**src/pkg/cfg_fwd_defs.svh**
```systemverilog
// offsets, field positions, reset values and timing counts of the
// configuration chain forwarder; assumes a 20 MHz fabric clock.
`ifndef CFG_FWD_DEFS_SVH
`define CFG_FWD_DEFS_SVH

// ************************************************************
// register byte addresses
// ************************************************************
`define CFF_ADDR_W        12
`define CFF_CTRL_ADDR     12'h000
`define CFF_STAT_ADDR     12'h004
`define CFF_IRQ_ADDR      12'h008
`define CFF_MASK_ADDR     12'h00c

// ************************************************************
// control fields
// ************************************************************
`define CFF_CTRL_W        7
`define CFF_C_EN          0
`define CFF_C_DAISY       1
`define CFF_C_PARALLEL    2
`define CFF_C_COMPRESS    3
`define CFF_C_ENCRYPT     4
`define CFF_C_FABRIC      5
`define CFF_C_HB_UNUSED   6
`define CFF_C_RESTART     8
`define CFF_C_UPDATE      9
`define CFF_C_LEGACY_UPG  10
`define CFF_CTRL_RST      7'h00

// ************************************************************
// interrupt status / mask fields
// ************************************************************
`define CFF_IRQ_W         6
`define CFF_I_WORD        0
`define CFF_I_SLV_DONE    1
`define CFF_I_CFG_ERR     2
`define CFF_I_OVERRUN     3
`define CFF_I_REJECT      4
`define CFF_I_UPG_REFUSE  5
`define CFF_IRQ_RST       6'h00

// ************************************************************
// timing
// ************************************************************
`define CFF_CLK_PERIOD_NS 50
`define CFF_RESTART_LOW_NS 2000
`define CFF_CFG_HALF_NS   100
`define CFF_RESTART_LOW_CYC \
  ((`CFF_RESTART_LOW_NS + `CFF_CLK_PERIOD_NS - 1) / `CFF_CLK_PERIOD_NS)
`define CFF_CFG_HALF_CYC \
  ((`CFF_CFG_HALF_NS + `CFF_CLK_PERIOD_NS - 1) / `CFF_CLK_PERIOD_NS)

`endif

```
**src/pkg/cfg_fwd_pkg.sv**
```systemverilog
// types shared by the configuration chain forwarder files;
// assumes cfg_fwd_defs.svh is on the include path.
`include "cfg_fwd_defs.svh"

package cfg_fwd_pkg;

  typedef enum logic [2:0] {
    S_IDLE,
    S_RESTART,
    S_WAIT_READY,
    S_WAIT_FABRIC,
    S_RUN
  } fwd_state_t;

  typedef struct packed {
    fwd_state_t                st;
    logic [15:0]               cnt;
    logic [`CFF_CTRL_W-1:0]    ctrl;
    logic                      en_prev;
    logic [`CFF_IRQ_W-1:0]     irq;
    logic [`CFF_IRQ_W-1:0]     mask;
    logic [7:0]                word;
    logic                      wv;
    logic                      ep_clk_prev;
    logic                      done_prev;
    logic                      upd;
    logic                      restart_n;
    logic                      hb_rst;
    logic [31:0]               prdata;
    logic                      pslverr;
  } fwd_regs_t;

endpackage

```
**src/rtl/pcie_config_chain_forwarder.sv**
```systemverilog
// configuration chain forwarder: takes image words from the
// endpoint side and passes them on to passive slaves or to the
// root-complex link, with an apb register file and interrupt.
// assumes the endpoint link pins, slave status and done pins and the reset pin are asynchronous,
// and that the root-complex core and own config engine share clk.
`timescale 1ns/1ps
`include "cfg_fwd_defs.svh"

//
// Contract
// - mixed chain fetches host words and forwards them passively to slaves.
// - slave config clock and data appear on general-purpose outputs.
// - drive slave restart line and chain-enable line as outputs.
// - endpoint faces upstream, root complex faces next device.
// - in daisy chain own restart, enable, status, done pins stay independent.
// - start configuring next device only after own fabric is in user mode.
// - daisy words from host go out over the root-complex link.
// - fabric load complete low while loading, high when complete.
// - hold transceivers and hard block in reset while reset pin low.
// - unused hard block frees the reset pin as a user input.
// - compression applies to the fabric image only, never to periphery.
// - encryption applies to fabric image only; periphery stays plain.
// - encrypted fabric image is decrypted with a preprogrammed key.
// - legacy remote upgrade refused; upgrade by fabric update instead.
// - fabric update drives load complete low; restart stays high; code pulses it low on a mixed-chain enable or a restart sent with update.
// - shared slave status low forces slaves to reinitialise and reload.
module pcie_config_chain_forwarder
  import cfg_fwd_pkg::*;
#(
  parameter int DW           = 8,
  parameter int RESTART_CYC  = `CFF_RESTART_LOW_CYC,
  parameter int CFG_HALF_CYC = `CFF_CFG_HALF_CYC
) (
  input  wire logic                 clk,
  input  wire logic                 rst,
  input  wire logic                 psel,
  input  wire logic                 penable,
  input  wire logic                 pwrite,
  input  wire logic [`CFF_ADDR_W-1:0] paddr,
  input  wire logic [31:0]          pwdata,
  output logic [31:0]               prdata,
  output logic                      pready,
  output logic                      pslverr,
  output logic                      irq,
  input  wire logic                 ep_clk,
  input  wire logic                 ep_valid,
  input  wire logic [DW-1:0]        ep_data,
  output logic                      ep_ready,
  output logic [DW-1:0]             rc_tx_data,
  output logic                      rc_tx_valid,
  input  wire logic                 rc_tx_ready,
  output logic                      slave_cfg_clk_out,
  output logic [DW-1:0]             slave_data_out,
  output logic                      slave_restart_out_n,
  output logic                      slave_enable_out_n,
  input  wire logic                 cfg_status_n,
  input  wire logic                 cfg_complete,
  input  wire logic                 own_fabric_done,
  input  wire logic                 fabric_update_done,
  input  wire logic                 key_valid,
  output logic                      decrypt_en,
  output logic                      fabric_load_complete,
  input  wire logic                 pcie_fundamental_reset_n,
  output logic                      hard_block_rst,
  output logic                      user_pin_in
);

  localparam int SW = DW + 5;

  fwd_regs_t        r_q;
  fwd_regs_t        r_d;
  logic [SW-1:0]    pin_s;
  logic [DW-1:0]    ep_data_s;
  logic             ep_clk_s;
  logic             ep_valid_s;
  logic             status_n_s;
  logic             complete_s;
  logic             perst_s;
  logic             ser_ready;
  logic             ser_load;
  logic             daisy;
  logic             running;
  logic             apb_wr;
  logic             apb_setup;

  initial
  begin
    if (DW != 8 || RESTART_CYC < 1 || RESTART_CYC > 65535)
      $error("forwarder: DW must be 8 and RESTART_CYC in range");
  end

  // ************************************************************
  // pin synchronisers
  // ************************************************************
  sync2 #(
    .WIDTH (SW)
  ) u_sync (
    .clk (clk),
    .rst (rst),
    .d   ({pcie_fundamental_reset_n, cfg_complete, cfg_status_n,
           ep_valid, ep_clk, ep_data}),
    .q   (pin_s)
  );

  assign ep_data_s  = pin_s[DW-1:0];
  assign ep_clk_s   = pin_s[DW];
  assign ep_valid_s = pin_s[DW+1];
  assign status_n_s = pin_s[DW+2];
  assign complete_s = pin_s[DW+3];
  assign perst_s    = pin_s[DW+4];

  // ************************************************************
  // passive slave output
  // ************************************************************
  assign daisy    = r_q.ctrl[`CFF_C_DAISY];
  assign running  = (r_q.st == S_RUN);
  // status low means the slaves are not accepting data
  assign ser_load = r_q.wv && running && !daisy && status_n_s;

  word_serializer #(
    .W    (DW),
    .HALF (CFG_HALF_CYC)
  ) u_ser (
    .clk        (clk),
    .rst        (rst),
    .parallel   (r_q.ctrl[`CFF_C_PARALLEL]),
    .load_valid (ser_load),
    .load_data  (r_q.word),
    .load_ready (ser_ready),
    .cfg_clk    (slave_cfg_clk_out),
    .cfg_data   (slave_data_out)
  );

  // ************************************************************
  // outputs
  // ************************************************************
  assign apb_setup   = psel && !penable;
  assign apb_wr      = psel && penable && pwrite;
  assign pready      = 1'b1;
  assign prdata      = r_q.prdata;
  assign pslverr     = r_q.pslverr;
  assign irq         = |(r_q.irq & r_q.mask);
  assign ep_ready    = running && !r_q.wv;
  assign rc_tx_data  = r_q.word;
  assign rc_tx_valid = r_q.wv && running && daisy;
  // in the daisy chain the slave pins stay idle and unshared
  assign slave_restart_out_n = daisy ? 1'b1 : r_q.restart_n;
  assign slave_enable_out_n  =
    (daisy || r_q.st == S_IDLE) ? 1'b1 : 1'b0;
  assign decrypt_en  = running && r_q.ctrl[`CFF_C_ENCRYPT]
                       && r_q.ctrl[`CFF_C_FABRIC];
  assign fabric_load_complete = own_fabric_done && !r_q.upd;
  assign hard_block_rst = r_q.hb_rst;
  assign user_pin_in    = perst_s;

  // ************************************************************
  // next state
  // ************************************************************
  always_comb
  begin
    logic [`CFF_IRQ_W-1:0] ev;
    logic                  bad;
    logic                  accept;
    ev     = '0;
    bad    = 1'b0;
    accept = 1'b0;
    r_d    = r_q;

    r_d.ep_clk_prev = ep_clk_s;
    r_d.done_prev   = complete_s;
    r_d.en_prev     = r_q.ctrl[`CFF_C_EN];
    // pin is only a plain input when the hard block is unused
    r_d.hb_rst = r_q.ctrl[`CFF_C_HB_UNUSED] || !perst_s;

    // word capture on the endpoint link clock rising edge
    if (ep_clk_s && !r_q.ep_clk_prev && ep_valid_s && running)
    begin
      if (r_q.wv)
        ev[`CFF_I_OVERRUN] = 1'b1;
      else
      begin
        r_d.word = ep_data_s;
        r_d.wv   = 1'b1;
      end
    end

    // hand-off to the slaves or to the root-complex link
    if (ser_load && ser_ready)
      accept = 1'b1;
    if (rc_tx_valid && rc_tx_ready)
      accept = 1'b1;
    if (accept)
    begin
      r_d.wv = 1'b0;
      ev[`CFF_I_WORD] = 1'b1;
    end

    if (!daisy && complete_s && !r_q.done_prev)
      ev[`CFF_I_SLV_DONE] = 1'b1;

    // periphery images must be plain, and encryption needs a key
    bad = (!r_q.ctrl[`CFF_C_FABRIC]
           && (r_q.ctrl[`CFF_C_COMPRESS] || r_q.ctrl[`CFF_C_ENCRYPT]))
          || (r_q.ctrl[`CFF_C_ENCRYPT] && !key_valid);

    unique case (r_q.st)
      S_IDLE:
      begin
        r_d.restart_n = 1'b1;
        r_d.wv        = 1'b0;
        if (r_q.ctrl[`CFF_C_EN] && !r_q.en_prev)
        begin
          if (bad)
            ev[`CFF_I_REJECT] = 1'b1;
          else if (daisy)
            r_d.st = S_WAIT_FABRIC;
          else
          begin
            r_d.st        = S_RESTART;
            r_d.restart_n = 1'b0;
            r_d.cnt       = 16'(RESTART_CYC - 1);
          end
        end
      end
      S_RESTART:
      begin
        if (r_q.cnt == 16'h0000)
        begin
          r_d.restart_n = 1'b1;
          r_d.st        = S_WAIT_READY;
        end
        else
          r_d.cnt = r_q.cnt - 16'h0001;
      end
      S_WAIT_READY:
      begin
        if (status_n_s)
          r_d.st = S_RUN;
      end
      S_WAIT_FABRIC:
      begin
        if (own_fabric_done && !r_q.upd)
          r_d.st = S_RUN;
      end
      S_RUN:
      begin
        // slaves signal an error by holding status low; the word
        // in flight is lost and the image must be resent
        if (!daisy && !status_n_s)
        begin
          ev[`CFF_I_CFG_ERR] = 1'b1;
          r_d.wv = 1'b0;
          r_d.st = S_WAIT_READY;
        end
      end
    endcase

    // ************************************************************
    // apb slave
    // ************************************************************
    r_d.pslverr = 1'b0;
    if (apb_setup)
    begin
      r_d.prdata  = 32'h0000_0000;
      unique case (paddr)
        `CFF_CTRL_ADDR: r_d.prdata = 32'(r_q.ctrl);
        `CFF_STAT_ADDR: r_d.prdata = 32'({ser_ready, r_q.wv, r_q.upd,
                                         key_valid, perst_s, complete_s,
                                         status_n_s, fabric_load_complete,
                                         r_q.st});
        `CFF_IRQ_ADDR:  r_d.prdata = 32'(r_q.irq);
        `CFF_MASK_ADDR: r_d.prdata = 32'(r_q.mask);
        default:        r_d.pslverr = 1'b1;
      endcase
    end
    else if (psel && penable)
      r_d.pslverr = r_q.pslverr;

    if (apb_wr)
    begin
      unique case (paddr)
        `CFF_CTRL_ADDR:
        begin
          r_d.ctrl = pwdata[`CFF_CTRL_W-1:0];
          if (pwdata[`CFF_C_LEGACY_UPG])
            ev[`CFF_I_UPG_REFUSE] = 1'b1;
          if (pwdata[`CFF_C_UPDATE])
            r_d.upd = 1'b1;
          // a restart request is refused while an update is running, but not in the write that sets the update bit
          if (pwdata[`CFF_C_RESTART] && !r_q.upd && !daisy
              && r_q.st != S_IDLE)
          begin
            r_d.st        = S_RESTART;
            r_d.restart_n = 1'b0;
            r_d.cnt       = 16'(RESTART_CYC - 1);
            r_d.wv        = 1'b0;
          end
        end
        `CFF_IRQ_ADDR:  r_d.irq  = r_q.irq & ~pwdata[`CFF_IRQ_W-1:0];
        `CFF_MASK_ADDR: r_d.mask = pwdata[`CFF_IRQ_W-1:0];
        default:        r_d.irq  = r_d.irq;
      endcase
    end

    if (fabric_update_done)
      r_d.upd = 1'b0;
    if (!r_d.ctrl[`CFF_C_EN])
    begin
      r_d.st        = S_IDLE;
      r_d.restart_n = 1'b1;
    end
    // a new event wins over a clear in the same cycle
    r_d.irq = r_d.irq | ev;
  end

  always_ff @(posedge clk or posedge rst)
  begin
    if (rst)
    begin
      r_q           <= '0;
      r_q.st        <= S_IDLE;
      r_q.ctrl      <= `CFF_CTRL_RST;
      r_q.irq       <= `CFF_IRQ_RST;
      r_q.restart_n <= 1'b1;
      r_q.hb_rst    <= 1'b1;
    end
    else
      r_q <= r_d;
  end

endmodule

```
**src/rtl/sync2.sv**
```systemverilog
// two-flip-flop synchroniser for a group of independent levels;
// assumes each bit is a slow level or is qualified after sync.
`timescale 1ns/1ps

module sync2 #(
  parameter int WIDTH = 1
) (
  input  wire logic             clk,
  input  wire logic             rst,
  input  wire logic [WIDTH-1:0] d,
  output logic      [WIDTH-1:0] q
);

  logic [WIDTH-1:0] meta_q;

  initial
  begin
    if (WIDTH < 1)
      $error("sync2: WIDTH must be at least 1");
  end

  // meta_q feeds only the second stage
  always_ff @(posedge clk or posedge rst)
  begin
    if (rst)
    begin
      meta_q <= '0;
      q      <= '0;
    end
    else
    begin
      meta_q <= d;
      q      <= meta_q;
    end
  end

endmodule

```
**src/rtl/word_serializer.sv**
```systemverilog
// drives a passive configuration clock and data out, one clock
// pulse per bit, or per word in parallel mode; assumes clk is the fabric clock.
`timescale 1ns/1ps

module word_serializer #(
  parameter int W    = 8,
  parameter int HALF = 2
) (
  input  wire logic         clk,
  input  wire logic         rst,
  input  wire logic         parallel,
  input  wire logic         load_valid,
  input  wire logic [W-1:0] load_data,
  output logic              load_ready,
  output logic              cfg_clk,
  output logic [W-1:0]      cfg_data
);

  typedef struct packed {
    logic         busy;
    logic         hi;
    logic [15:0]  cnt;
    logic [7:0]   left;
    logic [W-1:0] sh;
    logic         par;
  } ser_t;

  ser_t r_q;
  ser_t r_d;

  initial
  begin
    if (W < 1 || W > 255 || HALF < 1 || HALF > 65535)
      $error("word_serializer: W or HALF out of range");
  end

  assign load_ready = !r_q.busy;
  assign cfg_clk    = r_q.hi;
  // serial mode presents the low bit on data line 0
  assign cfg_data   = r_q.par ? r_q.sh : {{(W-1){1'b0}}, r_q.sh[0]};

  always_comb
  begin
    r_d = r_q;
    if (!r_q.busy)
    begin
      if (load_valid)
      begin
        r_d.busy = 1'b1;
        r_d.hi   = 1'b0;
        r_d.sh   = load_data;
        r_d.par  = parallel;
        r_d.left = parallel ? 8'h01 : 8'(W);
        r_d.cnt  = 16'(HALF - 1);
      end
    end
    else if (r_q.cnt != 16'h0000)
    begin
      r_d.cnt = r_q.cnt - 16'h0001;
    end
    else if (!r_q.hi)
    begin
      // data has been stable a half period: raise the clock
      r_d.hi  = 1'b1;
      r_d.cnt = 16'(HALF - 1);
    end
    else
    begin
      r_d.hi   = 1'b0;
      r_d.cnt  = 16'(HALF - 1);
      r_d.sh   = r_q.sh >> 1;
      r_d.left = r_q.left - 8'h01;
      if (r_q.left == 8'h01)
        r_d.busy = 1'b0;
    end
  end

  always_ff @(posedge clk or posedge rst)
  begin
    if (rst)
      r_q <= '0;
    else
      r_q <= r_d;
  end

endmodule

```
**config.mk**
```make
export PLATFORM = sky130hd
export DESIGN_NAME = pcie_config_chain_forwarder
export DESIGN_NICKNAME = d
export VERILOG_FILES = /design/src/pkg/cfg_fwd_pkg.sv /design/src/rtl/pcie_config_chain_forwarder.sv /design/src/rtl/sync2.sv /design/src/rtl/word_serializer.sv
export VERILOG_INCLUDE_DIRS = /design/src /design/src/pkg
export SDC_FILE = /design/constraint.sdc
export NUM_CORES = 1
export LEC_CHECK = 0
export BUFFER_PORTS_ARGS = -buffer_cell sky130_fd_sc_hd__buf_2
export CORE_ASPECT_RATIO = 0.5
export CORE_MARGIN = 5
export CORE_UTILIZATION = 50
export CTS_CLUSTER_SIZE = 10
export DETAILED_ROUTE_END_ITERATION = 7
export HOLD_SLACK_MARGIN = 0.03
export PLACE_DENSITY = 0.85
export SETUP_SLACK_MARGIN = 0.5
export SYNTH_ARGS = -nofsm -noshare
export SYNTH_HDL_FRONTEND = slang
export SYNTH_SLANG_ARGS = --single-unit
```
**constraint.sdc**
```tcl
create_clock -name clk -period 4.4 [get_ports clk]
set_input_delay 0.88 -clock clk [delete_from_list [all_inputs] [get_ports clk]]
set_output_delay 0.88 -clock clk [all_outputs]
set_load 0.02 [all_outputs]
```
==> qor.yml, run 1 <==
run_status:
  outcome: "finished clean"
final_layout:
  final_cell_mix: "dfrtp_1 (124), buf_2 (81), nand2_1 (53)"
  fillers: 935
  drive_gt1_share_pct: 26.2
  fin_cells: 834
  final_common_cell: "dfrtp_1"
  num-nets-final: 726
  num_antenna_cells: 0
  area_growth_pct: 15.2
yosys:
  synth_top_family_by_area: "simple AND/OR/NAND/NOR gates"
  ys.flop_type: "dfrtp_1"
  synthAdderAreaFrac_pct: 0.800
  postSynthCellCount: 597
  ys_ff_latch: 126
  synth-compound-area-share_pct: 12.8
  post_synth_num_cell_types: 69
  synthSimpleGateAreaFrac_pct: 19.8
  synth-xor-area-share_pct: 1.12
  synthMuxAreaShare_pct: 7.46
  synth-async-reset-ratio_pct: 100
  synth-edff-count: 0
  synth_warnings: 0
  synth_seq_area_share_pct: 50.5
  synthesis.area_mm2: 0.00625
  syn_area_per_cell_um2: 10.5
grt:
  grt_pass1_vias: 4760
  grtUsageTotal_pct: 19.9
  globalRouteOverflowTotal: 0
  grt_pass1_wl_um: 23600
  grt_max_degree: 127
  antenna_found_initial: 0
sta:
  maxSlewViolCount: 0
  layout_setup_ws_ns: 1.43
  hold_viol_final: 0
  tightest_slew_ns: 1.17
  post-route-period-util_pct: 67.6
  fin_tns_setup_ns: 0
  whs_ns: 0.345
  max_freq_ghz: 0.336
  setup_viol: 0
  period_needed_ns: 2.97
  slew_headroom_pct: 21.2
  fin_worst_skew_ns: 0.00912
  rsz0062_at_grt: "false"
clock_tree:
  postCtsResizedCells: 0
  post_cts_buffers: 0
  insertion_delay_ns: 0.42
  numCtsBuffers: 17
  root_buffer: "clkbuf_16"
  htreeDepth: 4
  clockBufferDepth: 2
  path_clk_slew_ns: 0.05
  cts_tree: "built"
  holdBufCountCts: 0
  clock_sinks: 126
routing:
  dr.pass1.iters: 5
  drc: 0
  drt-initial-drc-count: 386
  dr_total_vias: 4774
  avgRoutedWirePerCell_um: 17.2
  postRouteAntennaNets: 0
  viasPerCell: 5.72
  wl_um: 14300
power_and_ir_drop:
  power_density_mw_per_mm2: 382
  p_leak_nw: 3.36
  power_mw: 2.75
  ir_drop_mv: 0.235
critical_path:
  path_cells: "nor3b_1, nand2_1, nor2_1, buf_2"
  crit_fanout: 18
  cp.required_ns: 3.52
  critPathMaxStageDelay_ns: 0.64
  critical_path_class: "reg2out"
  arrival_ns: 2.09
  cp-end-kind: "output port"
  critical_path.slowest_cell: "dfrtp_1"
  setup.worst_path.start_class: "register"
floorplan:
  die_w_um: 168
  die_area_mm2: 0.0150
  core_mm2: 0.0120
  fp-row-count: 28
  start_util_pct: 52.0
  num_io_pins: 126
  fp.dieH_um: 89.1
placement:
  port_buffers: 81
  dpl.hpwl_um: 9710
  routabilityCongestion: 0.907
  dp_cells: 802
  dp_worst_setup_slack_ns: 1.39
hold_path:
  hp-class: "reg2reg"
run:
  max_cap_violations: 0
metrics by stage:
| stage | utilization [%] | cell area (um2) |
|---|---|---|
| 5_1_grt | 59.9 | 7200 |
| 2_1_floorplan | - | 6330 |
| 6_report | 59.9 | 7200 |
| 4_1_cts | 59.9 | 7200 |
| 3_5_place_dp | 54.7 | 6580 |
| 3_3_place_gp | 54.7 | 6580 |
cells in the mapped netlist (4+ instances only):
master	n	area share, %
a21o_1	6	0.72
a21oi_1	15	1.2
a22oi_1	5	0.60
a31oi_1	11	1.1
and2_1	8	0.80
and3_1	4	0.40
buf_2	5	0.40
buf_4	42	5.0
clkbuf_1	15	0.90
dfrtp_1	124	50
ha_1	4	0.80
inv_1	15	0.90
mux2_2	25	4.5
mux2i_1	5	0.80
mux4_2	6	2.2
nand2_1	53	3.2
nand2b_1	11	1.1
nand3_1	15	1.2
nand3b_1	5	0.60
nand4_1	9	0.90
nor2_1	40	2.4
nor2b_1	5	0.50
nor3_1	18	1.4
nor4_1	12	1.2
o21ai_0	35	2.8
o221a_2	8	1.4
or2_2	6	0.60
or3_1	17	1.7
or4_1	4	0.48
xor2_1	8	1.1
power breakdown:
part | internal (mW) | switching, mW
sequential | 1.17 | 0.00684
combinational | 0.0252 | 0.0627
clock | 0.976 | 0.504
total | 2.18 | 0.574
logic make-up after synthesis:
| logic type | after synthesis |
|---|---|
| AND/OR/NAND/NOR | 228 |
| flip-flops | 126 |
| AO/OA/AOI/OAI | 113 |
| buffers and inverters | 80 |
| multiplexers | 36 |
| XOR/XNOR | 8 |
| adder cells (fa/ha/maj) | 4 |
| other | 2 |
metal layers:
layer	share of wire [%]	up-vias	track usage [%]
met1	41	2398	24.4
met4	1.5	0	7.29
met3	5.1	26	5.48
met5	0	-	0
met2	52	141	34.7
li1	-	2209	-
layout make-up:
class | instances | area, um2 | share of cell area, %
sequential | 126 | 3160 | 43.8
clock inverter | 10 | 161 | 2.24
tap | 165 | 206 | 2.87
inverter | 15 | 60.1 | 0.834
multi-input combinational | 411 | 2710 | 37.6
clock buffer | 22 | 464 | 6.44
timing repair buffer | 85 | 448 | 6.22
worst paths after layout:
path	startpoint	end	slack (ns)	cells after the start
max	r_q[85]	rc_tx_valid	1.43	4
min	u_sync.meta_q[10]	u_sync.q[10]	0.35	0
max reg2reg	u_ser.r_q[17]	u_ser.r_q[26]	1.79	7
min reg2reg	u_sync.meta_q[10]	u_sync.q[10]	0.35	0
max in group asynchronous	rst	u_sync.q[10]	3.28	3
min in group asynchronous	rst	u_ser.r_q[17]	0.66	3
worst max-delay path: cells and delay by family (launching register included):
kind | cells | cell delay (ns)
flops | 1 | 0.64
buf+inv | 1 | 0.18
simple gates | 3 | 0.87
registers in the layout (all words and copies together), names as in the netlist:
name and count:
u_ser.cfg_clk 1, pslverr 1, r_d 1, u_sync.q 13, u_ser.r_q 34, prdata 11, rc_tx_data 8, u_sync.meta_q 13
hard_block_rst 1, daisy 1, r_q 42
No activity file was read; power rests on OpenSTA's default activity.
==> run 2, diff against run 1 <==
--- a/config.mk
+++ b/config.mk
@@ -6,14 +6,15 @@
 export SDC_FILE = /design/constraint.sdc
 export NUM_CORES = 1
 export LEC_CHECK = 0
+export ABC_AREA = 1
 export BUFFER_PORTS_ARGS = -buffer_cell sky130_fd_sc_hd__buf_2
 export CORE_ASPECT_RATIO = 0.5
 export CORE_MARGIN = 5
-export CORE_UTILIZATION = 50
+export CORE_UTILIZATION = 56
 export CTS_CLUSTER_SIZE = 10
 export DETAILED_ROUTE_END_ITERATION = 7
 export HOLD_SLACK_MARGIN = 0.03
-export PLACE_DENSITY = 0.85
+export PLACE_DENSITY = 0.89
 export SETUP_SLACK_MARGIN = 0.5
 export SYNTH_ARGS = -nofsm -noshare
 export SYNTH_HDL_FRONTEND = slang
==> constraint.sdc (replaced) <==
create_clock -name clk -period 2.95 [get_ports clk]
set_input_delay 0.59 -clock clk [delete_from_list [all_inputs] [get_ports clk]]
set_output_delay 0.59 -clock clk [all_outputs]
set_load 0.02 [all_outputs]
==> run 2 against run 1 <==
Compared with the run above:
- clock power increased by 45%
- register-to-register slack got worse by 1.1 ns
- sequential power is 50% higher
- non-clock buffer count increased by 5
- final area is 4.2% higher
- cell count is 27% higher
- die area fell by 6.2%
- clock-buffer cell count shrank 4
- sequential share of layout area fell by 1.7 points
==> qor.yml, run 2 <==
routing:
  avgRoutedWirePerCell_um: 15.4  # was 17.2 um
  viasPerCell: 5.46  # was 5.72
  drc: 0  # unchanged
  wl_um: 16300  # was 14,300 um
  dr.pass1.iters: 6  # was 5
  drt-initial-drc-count: 739  # was 386
  postRouteAntennaNets: 0  # unchanged
  dr_total_vias: 5780  # was 4,774
grt:
  grt_pass1_vias: 5614  # was 4,760
  globalRouteOverflowTotal: 0  # unchanged
  grt_max_degree: 41  # was 127
  grt_pass1_wl_um: 26700  # was 23,600 um
  antenna_found_initial: 0  # unchanged
  grtUsageTotal_pct: 23.9  # was 19.9%
clock_tree:
  path_clk_slew_ns: 0.06  # was 0.05 ns
  cts_tree: "built"  # unchanged
  clockBufferDepth: 2  # unchanged
  clock_sinks: 126  # unchanged
  root_buffer: "clkbuf_16"  # unchanged
  numCtsBuffers: 17  # unchanged
  insertion_delay_ns: 0.42  # about the same
  htreeDepth: 4  # unchanged
yosys:
  synth_common_cells: "nand2_1 (244), dfrtp_1 (124), inv_1 (80), nor2_1 (75), nand3_1 (59)"  # was dfrtp_1 (124), nand2_1 (53), buf_4 (42), nor2_1 (40), o21ai_0 (35)
  post_synth_num_cell_types: 43  # was 69
  synthAdderAreaFrac_pct: 0.767  # was 0.800%
  synthMuxAreaShare_pct: 1.38  # was 7.46%
  synth-xor-area-share_pct: 1.88  # was 1.12%
  synth-edff-count: 0  # unchanged
  ys_ff_latch: 126  # unchanged
  synth_area_leader_cell: "dfrtp_1"  # unchanged
  synthSimpleGateAreaFrac_pct: 29.1  # was 19.8%
  synth-async-reset-ratio_pct: 100  # unchanged
  synth_warnings: 0  # unchanged
  synth_top_family_by_area: "simple AND/OR/NAND/NOR gates"  # unchanged
  synth-compound-area-share_pct: 7.07  # was 12.8%
  synthesis.area_mm2: 0.00653  # was 0.00625 mm2
  yosys-top-cells-area: "dfrtp_1 (48%), nand2_1 (14%), buf_4 (5.1%)"  # was dfrtp_1 (50%), buf_4 (5.0%), mux2_2 (4.5%)
  synth.most_common_cell: "nand2_1"  # was dfrtp_1
  ys.flop_type: "dfrtp_1"  # unchanged
  synth_top_cell_area_share_pct: 47.5  # was 49.6%
  syn_area_per_cell_um2: 8.00  # was 10.5 um2
  postSynthCellCount: 816  # was 597
  synth_seq_area_share_pct: 48.3  # was 50.5%
critical_path:
  crit_path_start: "r_q[83]"  # was r_q[85]
  regToRegSetupSlack_ns: 0.72  # was 1.79 ns
  crit_fanout: 6  # was 18
  r2r-end: "u_ser.r_q[7]"  # was u_ser.r_q[26]
  r2r_cells: 10  # was 7
  setup.worst_path.start_class: "register"  # unchanged
  rr_startpoint: "u_ser.r_q[17]"  # unchanged
  arrival_ns: 1.81  # was 2.09 ns
  cp.required_ns: 2.36  # was 3.52 ns
  critical_path_class: "reg2out"  # unchanged
  cp-end-kind: "output port"  # unchanged
run_status:
  outcome: "finished clean"  # unchanged
run:
  max_cap_violations: 0  # unchanged
floorplan:
  fp-row-count: 27  # was 28
  die_area_mm2: 0.0140  # was 0.0150 mm2
  num_io_pins: 126  # unchanged
  fp.dieH_um: 86.3  # was 89.1 um
  start_util_pct: 58.4  # was 52.0%
  core_mm2: 0.0112  # was 0.0120 mm2
  die_w_um: 163  # was 168 um
sta:
  tightest_slew_ns: 0.921  # was 1.17 ns
  slew_headroom_pct: 38.5  # was 21.2%
  rsz0062_at_grt: "false"  # unchanged
  whs_ns: 0.273  # was 0.345 ns
  maxSlewViolCount: 0  # unchanged
  post-route-period-util_pct: 81.2
  fin_worst_skew_ns: 0.0117  # was 0.00912 ns
  hold_viol_final: 0  # unchanged
  max_freq_ghz: 0.417
  setup_viol: 0  # unchanged
  period_needed_ns: 2.40
  fin_tns_setup_ns: 0  # unchanged
final_layout:
  num-nets-final: 957  # was 726
  drive_gt1_share_pct: 17.9  # was 26.2%
  top_regs: "r_q (42), u_ser.r_q (34)"  # unchanged
  stdcell_area_mm2: 0.00750  # was 0.00720 mm2
  num_antenna_cells: 0  # unchanged
  largest_reg_flops: 42  # unchanged
  top_register: "r_q"  # unchanged
  area_growth_pct: 14.9  # was 15.2%
  final_cell_mix: "nand2_1 (244), dfrtp_1 (124), buf_2 (81)"  # was dfrtp_1 (124), buf_2 (81), nand2_1 (53)
  final_common_cell: "nand2_1"  # was dfrtp_1
hold_path:
  hp-class: "in2reg"  # was reg2reg
  holdCritStartpoint: "cfg_complete"  # was u_sync.meta_q[10]
  holdPathStages: 1  # was 0
  holdPathEnd: "u_sync.meta_q[11]"  # was u_sync.q[10]
placement:
  place_area_mm2: 0.00689  # was 0.00658 mm2
  dpl.hpwl_um: 10800  # was 9710 um
  routabilityCongestion: 0.954  # was 0.907
  port_buffers: 81  # unchanged
power_and_ir_drop:
  power_density_mw_per_mm2: 541  # was 382 mW/mm2
  p_leak_nw: 3.98  # was 3.36 nW
  power_mw: 4.06  # was 2.75 mW
  power_frac_comb_pct: 3.6  # was 3.2%
  p_clk_share_pct: 52.7  # was 53.8%
  p_sw_mw: 0.912  # was 0.574 mW
  netSwitchingFraction_pct: 22.5  # was 20.9%
  ir_drop_mv: 0.327  # was 0.235 mV
  p_int_mw: 3.15  # was 2.18 mW
  seq_power_share_pct: 43.6  # was 43.0%
-- run 2: cell count changes after synthesis, sizes merged, moves of 10 or more --
cell	change
nand2	+195
inv	+71
nand3	+45
nor2	+41
nand4	+20
mux2	-17
or3	-17
nor3	-14
nor4	-14
nand2b	-11
clkbuf	-10
-- run 2: worst max-delay path by stage --
stage	endpoint	slack (ns)	cells past startpoint
global route	rc_tx_valid	0.53	4
floorplan	daisy	0.81	1
finish	rc_tx_valid	0.55	4
CTS	rc_tx_valid	0.61	4
global placement	r_q[71]	0.83	9
detailed placement	r_q[71]	0.77	9
-- run 2: metrics by stage --
step / std cells / util (%) / setup WS, ns
6_report: 1058 / 67.1 / 0.555
5_1_grt: 1058 / 67.1 / 0.531
4_1_cts: 1058 / 67.1 / 0.609
2_1_floorplan: 836 / - / 0.808
3_3_place_gp: 1027 / 61.6 / 0.831
3_5_place_dp: 1027 / 61.6 / 0.769
-- run 2: kinds of logic after synthesis --
| family | after synthesis |
|---|---|
| AO/OA/AOI/OAI | 81 |
| XOR/XNOR | 14 |
| adder cells (fa/ha/maj) | 4 |
| buffers and inverters | 145 |
| flip-flops | 126 |
| multiplexers | 8 |
| other | 2 |
| AND/OR/NAND/NOR | 436 |
-- run 2: critical path: stages, from the launching register on --
cell and delay, ns:
dfrtp_1 0.47, nor2_2 0.24, nand2_2 0.18, nor3_2 0.26, buf_2 0.23
-- run 2: metal layers --
metal  track usage [%]  share of wire [%]  vias up
li1                  -                  -     2699
met1              29.7                 41     2725
met2              39.4                 47      295
met3              6.60                8.9       61
met4              11.0                3.1        0
met5                 0                  0        -
-- run 2: what timing repair did --
item / in CTS / in global routing
gates resized for setup: 1 / 0
buffers inserted: 0 / 0
hold buffers: 0 / 0
setup endpoints to repair: 1 / 0
-- run 2: power by group through the flow --
| stage | Combinational [mW] | Clock, mW | Sequential, mW |
|---|---|---|---|
| 2_1_floorplan | 0.105 | 0 | 1.80 |
| 3_3_place_gp | 0.144 | 0 | 1.80 |
| 3_5_place_dp | 0.147 | 0 | 1.80 |
| 4_1_cts | 0.148 | 2.15 | 1.77 |
| 5_1_grt | 0.166 | 2.24 | 1.77 |
| 6_report | 0.148 | 2.14 | 1.77 |
-- run 2: final cells by class --
cell class	count	area, um2
Clock buffer	18	439
Clock inverter	13	166
Fill cell	817	3680
Inverter	87	330
Multi-Input combinational cell	565	2710
Sequential cell	126	3160
Tap cell	159	199
Timing Repair Buffer	90	498
